==> config.mk <==
export PLATFORM = sky130hd
export DESIGN_NAME = csg_clock_safeguard
export DESIGN_NICKNAME = d
export VERILOG_FILES = /design/src/shared/csg_pkg.sv /design/src/logic/csg_tick_div.sv /design/src/logic/csg_clock_safeguard.sv
export SDC_FILE = /design/constraint.sdc
export NUM_CORES = 1
export LEC_CHECK = 0
export ABC_AREA = 1
export BUFFER_PORTS_ARGS = -buffer_cell sky130_fd_sc_hd__buf_2
export CAP_MARGIN = 30
export CORE_AREA = 2 2 69 136
export DETAILED_ROUTE_END_ITERATION = 10
export DIE_AREA = 0 0 71 138
export GPL_TIMING_DRIVEN = 0
export HOLD_SLACK_MARGIN = 0.1
export PLACE_DENSITY = 0.86
export SYNTH_ARGS = -nofsm -noshare
export SYNTH_HDL_FRONTEND = slang
export SYNTH_SLANG_ARGS = --single-unit
export TNS_END_PERCENT = 100
==> constraint.sdc <==
create_clock -name clk_sys -period 4.9 [get_ports clk_sys]
set_clock_uncertainty 0.2 [all_clocks]
set_input_delay 0.245 -clock clk_sys [delete_from_list [all_inputs] [get_ports clk_sys]]
set_output_delay 0.245 -clock clk_sys [all_outputs]
set_load 0.02 [all_outputs]
==> src/shared/csg_pkg.sv <==
package csg_pkg;

  // System clock
  localparam int CLK_PERIOD_NS = 100;

  // APB register indices; byte address is four times the index
  localparam int APB_ADDR_W = 16;
  localparam logic [11:0] IDX_ADC_AND_OSC_CONTROL = 12'h0D1;
  localparam logic [11:0] IDX_CLOCK_CONFIG = 12'h0D2;
  localparam logic [11:0] IDX_CLOCK_STATUS = 12'h0D3;
  localparam logic [APB_ADDR_W-1:0] ADDR_ADC_AND_OSC_CONTROL = {2'h0, IDX_ADC_AND_OSC_CONTROL, 2'h0};
  localparam logic [APB_ADDR_W-1:0] ADDR_CLOCK_CONFIG = {2'h0, IDX_CLOCK_CONFIG, 2'h0};
  localparam logic [APB_ADDR_W-1:0] ADDR_CLOCK_STATUS = {2'h0, IDX_CLOCK_STATUS, 2'h0};

  // Register fields and reset values
  localparam logic [7:0] CTRL_RESET = 8'h40;
  localparam int CTRL_MAIN_CLOCK_DISABLE_BIT = 2;
  localparam logic [7:0] CONFIG_RESET = 8'h00;
  localparam int CONFIG_ART_DIV3_BIT = 0;

  // Option byte fields
  localparam int OPT_OSC_TYPE_BIT = 6;
  localparam int OPT_GUARD_ENABLE_BIT = 0;

  // Dividers
  localparam logic [3:0] DIV_TIMER = 4'hC;
  localparam logic [3:0] DIV_CPU = 4'hD;
  localparam logic [3:0] DIV_ART_SLOW = 4'h3;
  localparam logic [3:0] DIV_ART_FAST = 4'h1;

  // Timing: guarded minimum period rounds up, backup period rounds down
  localparam int GUARD_MIN_PERIOD_NS = 200;
  localparam int GUARD_MIN_CYC_I = (GUARD_MIN_PERIOD_NS + CLK_PERIOD_NS - 1) / CLK_PERIOD_NS;
  localparam logic [7:0] GUARD_MIN_CYC = 8'(GUARD_MIN_CYC_I < 1 ? 1 : GUARD_MIN_CYC_I);
  localparam int BACKUP_PERIOD_NS = 2000;
  localparam int BACKUP_PERIOD_CYC_I = BACKUP_PERIOD_NS / CLK_PERIOD_NS;
  localparam logic [7:0] BACKUP_PERIOD_CYC = 8'(BACKUP_PERIOD_CYC_I < 1 ? 1 : BACKUP_PERIOD_CYC_I);
  localparam logic [2:0] MAIN_GOOD_EDGES = 3'h4;

  // Reset delay in internal clock cycles
  localparam int RESET_DELAY_SHORT = 2048;
  localparam int RESET_DELAY_LONG = 32768;

  typedef enum logic [2:0] {
    SRC_MAIN = 3'b001,
    SRC_BACKUP = 3'b010,
    SRC_RETURN = 3'b100
  } csg_src_t;

  typedef struct packed {
    logic [2:0] spare;
    logic reset_delay_done;
    logic backup_enable;
    logic main_enable;
    logic on_backup;
    logic main_ok;
  } csg_status_t;

endpackage

==> src/logic/csg_tick_div.sv <==
`timescale 1ns/1ps
module csg_tick_div
  import csg_pkg::*;
(
  input wire logic clk_sys,
  input wire logic reset_n,
  input wire logic tick_in,
  input wire logic [3:0] ratio,
  output logic tick_out
);

  logic [3:0] count_reg;

  always_ff @(posedge clk_sys) begin
    if (!reset_n) begin
      count_reg <= 4'h0;
    end else if (tick_in) begin
      if (count_reg >= ratio - 4'h1) begin
        count_reg <= 4'h0;
      end else begin
        count_reg <= count_reg + 4'h1;
      end
    end
  end

  always_ff @(posedge clk_sys) begin
    if (!reset_n) begin
      tick_out <= 1'b0;
    end else begin
      tick_out <= tick_in && (count_reg >= ratio - 4'h1);
    end
  end

endmodule

==> src/logic/csg_clock_safeguard.sv <==
// Implementation choice: the APB slave port.
`timescale 1ns/1ps
module csg_clock_safeguard
  import csg_pkg::*;
#(
  parameter int RESET_DELAY_SHORT_CYC = RESET_DELAY_SHORT,
  parameter int RESET_DELAY_LONG_CYC = RESET_DELAY_LONG
) (
  input wire logic clk_sys,
  input wire logic reset_n,
  input wire logic psel,
  input wire logic penable,
  input wire logic pwrite,
  input wire logic [APB_ADDR_W-1:0] paddr,
  input wire logic [31:0] pwdata,
  output logic [31:0] prdata,
  output logic pready,
  output logic pslverr,
  input wire logic crystal_input_pin,
  input wire logic [7:0] option_lsb,
  input wire logic reset_delay_long,
  input wire logic instr_boundary,
  output logic main_osc_enable,
  output logic osc_rc_mode,
  output logic backup_slow_clock_enable,
  output logic core_tick,
  output logic timer_tick,
  output logic cpu_tick,
  output logic autoreload_timer_tick,
  output logic reset_delay_done,
  output logic [7:0] adc_control
);

  logic main_meta_reg;
  logic main_sync_reg;
  logic main_prev_reg;
  logic [8:0] opt_meta_reg;
  logic [8:0] opt_sync_reg;
  logic [7:0] adc_and_osc_control_reg;
  logic [7:0] clock_config_reg;
  logic [7:0] since_accept_reg;
  logic [7:0] since_edge_reg;
  logic [2:0] good_edges_reg;
  logic main_ok_reg;
  logic [7:0] backup_count_reg;
  logic backup_tick;
  csg_src_t src_reg;
  csg_src_t src_next;
  logic [15:0] delay_count_reg;
  logic core_tick_reg;
  logic reset_done_reg;
  logic [31:0] prdata_reg;
  logic guard_on;
  logic disable_bit;
  logic main_edge;
  logic accepted_edge;
  logic main_missing;
  logic backup_on;
  logic setup_phase;
  logic access_phase;
  logic addr_hit;
  logic [15:0] delay_limit;
  logic [3:0] art_ratio;
  csg_status_t status;

  // Pin and option synchronisers
  always_ff @(posedge clk_sys) begin
    if (!reset_n) begin
      main_meta_reg <= 1'b0;
      main_sync_reg <= 1'b0;
      main_prev_reg <= 1'b0;
    end else begin
      main_meta_reg <= crystal_input_pin;
      main_sync_reg <= main_meta_reg;
      main_prev_reg <= main_sync_reg;
    end
  end

  always_ff @(posedge clk_sys) begin
    if (!reset_n) begin
      opt_meta_reg <= 9'h000;
      opt_sync_reg <= 9'h000;
    end else begin
      opt_meta_reg <= {reset_delay_long, option_lsb};
      opt_sync_reg <= opt_meta_reg;
    end
  end

  assign guard_on = opt_sync_reg[OPT_GUARD_ENABLE_BIT];
  assign osc_rc_mode = opt_sync_reg[OPT_OSC_TYPE_BIT];
  assign disable_bit = adc_and_osc_control_reg[CTRL_MAIN_CLOCK_DISABLE_BIT];
  assign main_osc_enable = !(guard_on && disable_bit);
  assign main_edge = main_sync_reg && !main_prev_reg;

  // Spike filter: edges closer than the guarded minimum period are dropped
  assign accepted_edge = main_edge && main_osc_enable &&
                         (!guard_on || since_accept_reg >= GUARD_MIN_CYC);

  always_ff @(posedge clk_sys) begin
    if (!reset_n) begin
      since_accept_reg <= 8'h00;
    end else if (accepted_edge) begin
      since_accept_reg <= 8'h01;
    end else if (since_accept_reg != 8'hFF) begin
      since_accept_reg <= since_accept_reg + 8'h01;
    end
  end

  // Missing-edge watch: a full backup period without a main edge
  always_ff @(posedge clk_sys) begin
    if (!reset_n) begin
      since_edge_reg <= 8'h00;
    end else if (main_edge && main_osc_enable) begin
      since_edge_reg <= 8'h00;
    end else if (since_edge_reg != 8'hFF) begin
      since_edge_reg <= since_edge_reg + 8'h01;
    end
  end

  assign main_missing = since_edge_reg >= BACKUP_PERIOD_CYC;

  always_ff @(posedge clk_sys) begin
    if (!reset_n) begin
      good_edges_reg <= 3'h0;
      main_ok_reg <= 1'b0;
    end else if (main_missing || !main_osc_enable) begin
      good_edges_reg <= 3'h0;
      main_ok_reg <= 1'b0;
    end else if (accepted_edge && !main_ok_reg) begin
      if (good_edges_reg >= MAIN_GOOD_EDGES - 3'h1) begin
        main_ok_reg <= 1'b1;
      end else begin
        good_edges_reg <= good_edges_reg + 3'h1;
      end
    end
  end

  // Backup oscillator runs only with the guard and while main is not running
  assign backup_on = guard_on && !main_ok_reg;
  assign backup_slow_clock_enable = backup_on;
  assign backup_tick = backup_on && (backup_count_reg >= BACKUP_PERIOD_CYC - 8'h01);

  // Restart from zero on every switch so the first backup tick is a full period away
  always_ff @(posedge clk_sys) begin
    if (!reset_n) begin
      backup_count_reg <= 8'h00;
    end else if (!backup_on || backup_tick || (src_reg == SRC_MAIN)) begin
      backup_count_reg <= 8'h00;
    end else begin
      backup_count_reg <= backup_count_reg + 8'h01;
    end
  end

  // Source selection
  always_comb begin
    src_next = src_reg;
    unique case (src_reg)
      SRC_MAIN: begin
        if (guard_on && !main_ok_reg) begin
          src_next = SRC_BACKUP;
        end
      end
      SRC_BACKUP: begin
        if (!guard_on) begin
          src_next = SRC_MAIN;
        end else if (main_ok_reg) begin
          src_next = SRC_RETURN;
        end
      end
      SRC_RETURN: begin
        if (!guard_on) begin
          src_next = SRC_MAIN;
        end else if (!main_ok_reg) begin
          src_next = SRC_BACKUP;
        end else if (instr_boundary) begin
          src_next = SRC_MAIN;
        end
      end
      default: begin
        src_next = SRC_MAIN;
      end
    endcase
  end

  always_ff @(posedge clk_sys) begin
    if (!reset_n) begin
      src_reg <= SRC_MAIN;
    end else begin
      src_reg <= src_next;
    end
  end

  // Core clock tick from one source only; CPU runs at backup rate in SRC_BACKUP and gets no ticks in SRC_RETURN
  always_ff @(posedge clk_sys) begin
    if (!reset_n) begin
      core_tick_reg <= 1'b0;
    end else if (src_reg == SRC_MAIN) begin
      core_tick_reg <= accepted_edge;
    end else begin
      core_tick_reg <= backup_tick;
    end
  end

  assign core_tick = core_tick_reg;

  // Reset delay counts whichever source drives the core
  assign delay_limit = opt_sync_reg[8] ? 16'(RESET_DELAY_LONG_CYC - 1) :
                                         16'(RESET_DELAY_SHORT_CYC - 1);

  always_ff @(posedge clk_sys) begin
    if (!reset_n) begin
      delay_count_reg <= 16'h0000;
      reset_done_reg <= 1'b0;
    end else if (core_tick_reg && !reset_done_reg) begin
      if (delay_count_reg >= delay_limit) begin
        reset_done_reg <= 1'b1;
      end else begin
        delay_count_reg <= delay_count_reg + 16'h0001;
      end
    end
  end

  assign reset_delay_done = reset_done_reg;

  // Peripheral clock dividers
  csg_tick_div u_timer_div (
    .clk_sys(clk_sys),
    .reset_n(reset_n),
    .tick_in(core_tick_reg),
    .ratio(DIV_TIMER),
    .tick_out(timer_tick)
  );

  csg_tick_div u_cpu_div (
    .clk_sys(clk_sys),
    .reset_n(reset_n),
    .tick_in(core_tick_reg),
    .ratio(DIV_CPU),
    .tick_out(cpu_tick)
  );

  assign art_ratio = clock_config_reg[CONFIG_ART_DIV3_BIT] ? DIV_ART_SLOW : DIV_ART_FAST;

  csg_tick_div u_art_div (
    .clk_sys(clk_sys),
    .reset_n(reset_n),
    .tick_in(core_tick_reg),
    .ratio(art_ratio),
    .tick_out(autoreload_timer_tick)
  );

  // APB slave, zero wait states
  assign setup_phase = psel && !penable;
  assign access_phase = psel && penable;
  assign addr_hit = (paddr == ADDR_ADC_AND_OSC_CONTROL) || (paddr == ADDR_CLOCK_CONFIG) ||
                    (paddr == ADDR_CLOCK_STATUS);
  assign pready = 1'b1;
  assign pslverr = access_phase && !addr_hit;

  always_ff @(posedge clk_sys) begin
    if (!reset_n) begin
      adc_and_osc_control_reg <= CTRL_RESET;
    end else if (access_phase && pwrite && paddr == ADDR_ADC_AND_OSC_CONTROL) begin
      adc_and_osc_control_reg <= pwdata[7:0];
    end
  end

  always_ff @(posedge clk_sys) begin
    if (!reset_n) begin
      clock_config_reg <= CONFIG_RESET;
    end else if (access_phase && pwrite && paddr == ADDR_CLOCK_CONFIG) begin
      clock_config_reg <= pwdata[7:0];
    end
  end

  assign status = '{spare: 3'h0, reset_delay_done: reset_done_reg,
                    backup_enable: backup_on, main_enable: main_osc_enable,
                    on_backup: (src_reg != SRC_MAIN), main_ok: main_ok_reg};

  always_ff @(posedge clk_sys) begin
    if (!reset_n) begin
      prdata_reg <= 32'h00000000;
    end else if (setup_phase) begin
      if (paddr == ADDR_ADC_AND_OSC_CONTROL) begin
        prdata_reg <= {24'h000000, adc_and_osc_control_reg};
      end else if (paddr == ADDR_CLOCK_CONFIG) begin
        prdata_reg <= {24'h000000, clock_config_reg};
      end else if (paddr == ADDR_CLOCK_STATUS) begin
        prdata_reg <= {24'h000000, status};
      end else begin
        prdata_reg <= 32'h00000000;
      end
    end
  end

  assign prdata = prdata_reg;

  // ADC bits pass to the converter; bit 2 belongs to the oscillator
  assign adc_control = adc_and_osc_control_reg & ~(8'h01 << CTRL_MAIN_CLOCK_DISABLE_BIT);

endmodule

==> flow_metrics.py <==
metrics = {
    "run_status": {
        "status": "finished clean",
    },
    "global_route": {
        "track_usage_pct": 25.3,
        "busiest_layer": "met2",
        "use_met2_pct": 48.3,
        "grt_start_max_net_pins": 16,
        "grt_use_met1_pct": 23.8,
        "antenna_found_initial": 0,
        "grt_util_met3_pct": 2.77,
        "grt_pass1_wl_um": 20300,
        "grt_pass1_vias": 4792,
        "grt-ovfl-total": 0,
    },
    "floorplan": {
        "core-area_um2": 8890,
        "die_height_um": 138,
        "ioPinCount": 114,
        "die-area_um2": 9800,
        "initial_core_util_pct": 55.7,
        "placementRows": 49,
        "die_x_um": 71,
    },
    "cts": {
        "cts_tree": "yes",
        "path_clk_slew_ns": 0.06,
        "cts_root_buf": "clkbuf_16",
        "cts_inserted_buffers": 9,
        "h-tree-depth": 3,
        "cts.sink_count": 97,
        "insertion_delay_ns": 0.34,
        "cts.path.max_buffers": 2,
    },
    "synthesis": {
        "netlist_area_um2": 4950,
        "synth_cell_types": 40,
        "yosysSeqAreaShare_pct": 39.3,
        "synth_area_per_cell_um2": 7.26,
        "yosysTopAreaCell": "dfxtp_1",
        "netlist_instances": 681,
        "synth_area_leaders": "dfxtp_1, nand2_1, nand3_1",
        "yosys.area.top_type_share_pct": 39.3,
        "ys_seq_elements": 97,
        "yosysWarningCount": 0,
    },
    "worst_setup_path": {
        "critPathLaunchType": "flop",
        "reg2reg_from": "opt_sync_reg[8]$_SDFF_PN0_",
        "required_ns": 4.97,
        "critPathKind": "reg2reg",
        "crit_start": "opt_sync_reg[8]$_SDFF_PN0_",
        "crit_arrival_ns": 2.14,
        "crit_path_end_kind": "flop",
        "cp_max_fo": 10,
    },
    "sta": {
        "setup_viol": 0,
        "tightest_slew_ns": 0.667,
        "rsz0062_at_grt": "false",
        "period_minus_slack_ns": 2.07,
        "fin_crit_sh_pct": 42.3,
        "max_freq_mhz": 482,
        "slew_headroom_pct": 55.6,
        "tns_ns": 0,
        "hold_viol_final": 0,
        "maxSlewViolCount": 0,
    },
    "drt": {
        "drc": 0,
        "viasPerCell": 5.42,
        "vias": 4855,
        "firstDrtPassIters": 5,
        "drt_wl_total_um": 12200,
        "antenna_left": 0,
        "drt_iter0_markers": 293,
        "avgRoutedWirePerCell_um": 13.7,
    },
    "finish": {
        "largest_reg_flops": 16,
        "antenna_cells": 0,
        "multi_input_area_um2": 2520,
        "fill_cells": 734,
        "synthToLayoutAreaGrowth_pct": 19.4,
        "nNetsFinal": 869,
        "drive_gt1_share_pct": 18.8,
        "seqCellArea_um2": 1940,
        "final_core_util_pct": 66.4,
    },
    "hold_path": {
        "hp-class": "in2reg",
        "min_from": "penable",
    },
    "power": {
        "p_leak_nw": 2.57,
        "powerDensity_nw_per_um2": 291,
        "ir_drop_mv": 0.181,
        "total_power_mw": 1.72,
    },
    "run": {
        "cap_viol_max_count": 0,
    },
    "placed_design": {
        "dp_hpwl_um": 9130,
        "io_buffers": 57,
        "place_congestion": 0.896,
    },
}
-- kinds of logic after synthesis --
family	share of synthesized area, %
xor+xnor	2.48
flops	39.3
other cells	0.152
compound gates	9.48
buf+inv	11.9
fa+ha+maj	4.05
simple gates	32.7
-- Yosys cell counts --
cell type,n
or3_1,1
buf_1,1
clkinv_1,3
nor3_1,14
a21oi_1,42
buf_2,1
a21oi_2,10
a31oi_1,9
ha_1,16
conb_1,2
a211oi_1,4
nor2_1,71
and3_1,1
nor3b_2,1
buf_6,1
nor3_2,1
buf_8,1
nand3b_1,1
nor4_1,1
buf_4,36
nand3_1,70
inv_1,61
nand2_2,5
xnor2_1,7
a21boi_0,1
dfxtp_1,97
nand3_4,2
clkbuf_1,9
nand3_2,2
nand2_1,152
o21ai_0,14
nor2_2,5
or2_2,5
and2_1,1
inv_2,3
nor2_4,3
xor2_1,7
nand4_1,18
o21a_1,1
nor3b_1,1
-- metrics by stage --
stage | instance area (µm²) | hold WS (ns) | instances | setup slack (ns)
after floorplan | 5050 | 0.143 | 708 | 3.15
after global placement | 5460 | 0.196 | 867 | 2.92
after detailed placement | 5460 | 0.203 | 867 | 2.84
after CTS | 5910 | 0.126 | 896 | 2.82
after global routing | 5910 | 0.175 | 896 | 2.60
final | 5910 | 0.126 | 896 | 2.83
-- report_power, final --
group	switching (mW)	internal, mW	leakage, nW	total (mW)
clock network	0.296	0.438	0.159	0.733
registers	0.0131	0.805	0.787	0.819
logic	0.105	0.0625	1.62	0.168
-- timing repair --
item,4_1_cts,5_1_grt
hold buffers,13,0
hold endpoints to repair,21,0
buffers inserted,0,0
resized for setup,0,0
-- worst max-delay path, cell delays in order (launching register included) --
cell and delay (ns):
dfxtp_1 0.30, inv_1 0.15, ha_1 0.29, nand2_1 0.12, inv_1 0.05, nand2_1 0.07, nand3_1 0.10, nor2_2 0.25
buf_4 0.23, nand3_1 0.11, a21oi_2 0.13
-- path summary, 6_finish.rpt --
check	to	slack, ns	depth (start not counted)
setup reg to reg	delay_count_reg[12]$_SDFFE_PN0P_	2.83	10
hold reg to reg	opt_sync_reg[8]$_SDFF_PN0_	0.22	2
hold / removal	prdata[7]$_SDFFE_PN0P_	0.13	6
setup / recovery	delay_count_reg[12]$_SDFFE_PN0P_	2.83	10
-- per-layer routing --
metal,share of wire (%),vias to the layer above,wire (µm)
met5,0,-,0
met2,55,233,6770
met1,34,2191,4190
met3,5.2,55,639
met4,5.3,0,644
li1,-,2376,-
-- cell usage in the layout (no fill, tap or decap), drive strengths merged, types with 18 or more instances in the layout --
cell type	count
nand3	74
conb	29
nand2	157
nand4	18
buf	97
inv	65
nor2	79
a21oi	52
dfxtp	97
clkbuf	21
-- cell type report --
cell class / instances / area share [%]
sequential: 97 / 32.9
buffer: 49 / 5.74
inverter: 67 / 4.26
clock inverter: 4 / 0.826
clock buffer: 12 / 4.51
multi-input combinational: 495 / 42.6
timing repair buffer: 70 / 7.03
tap: 102 / 2.16
Note: power is estimated with default switching activity, not from simulation.
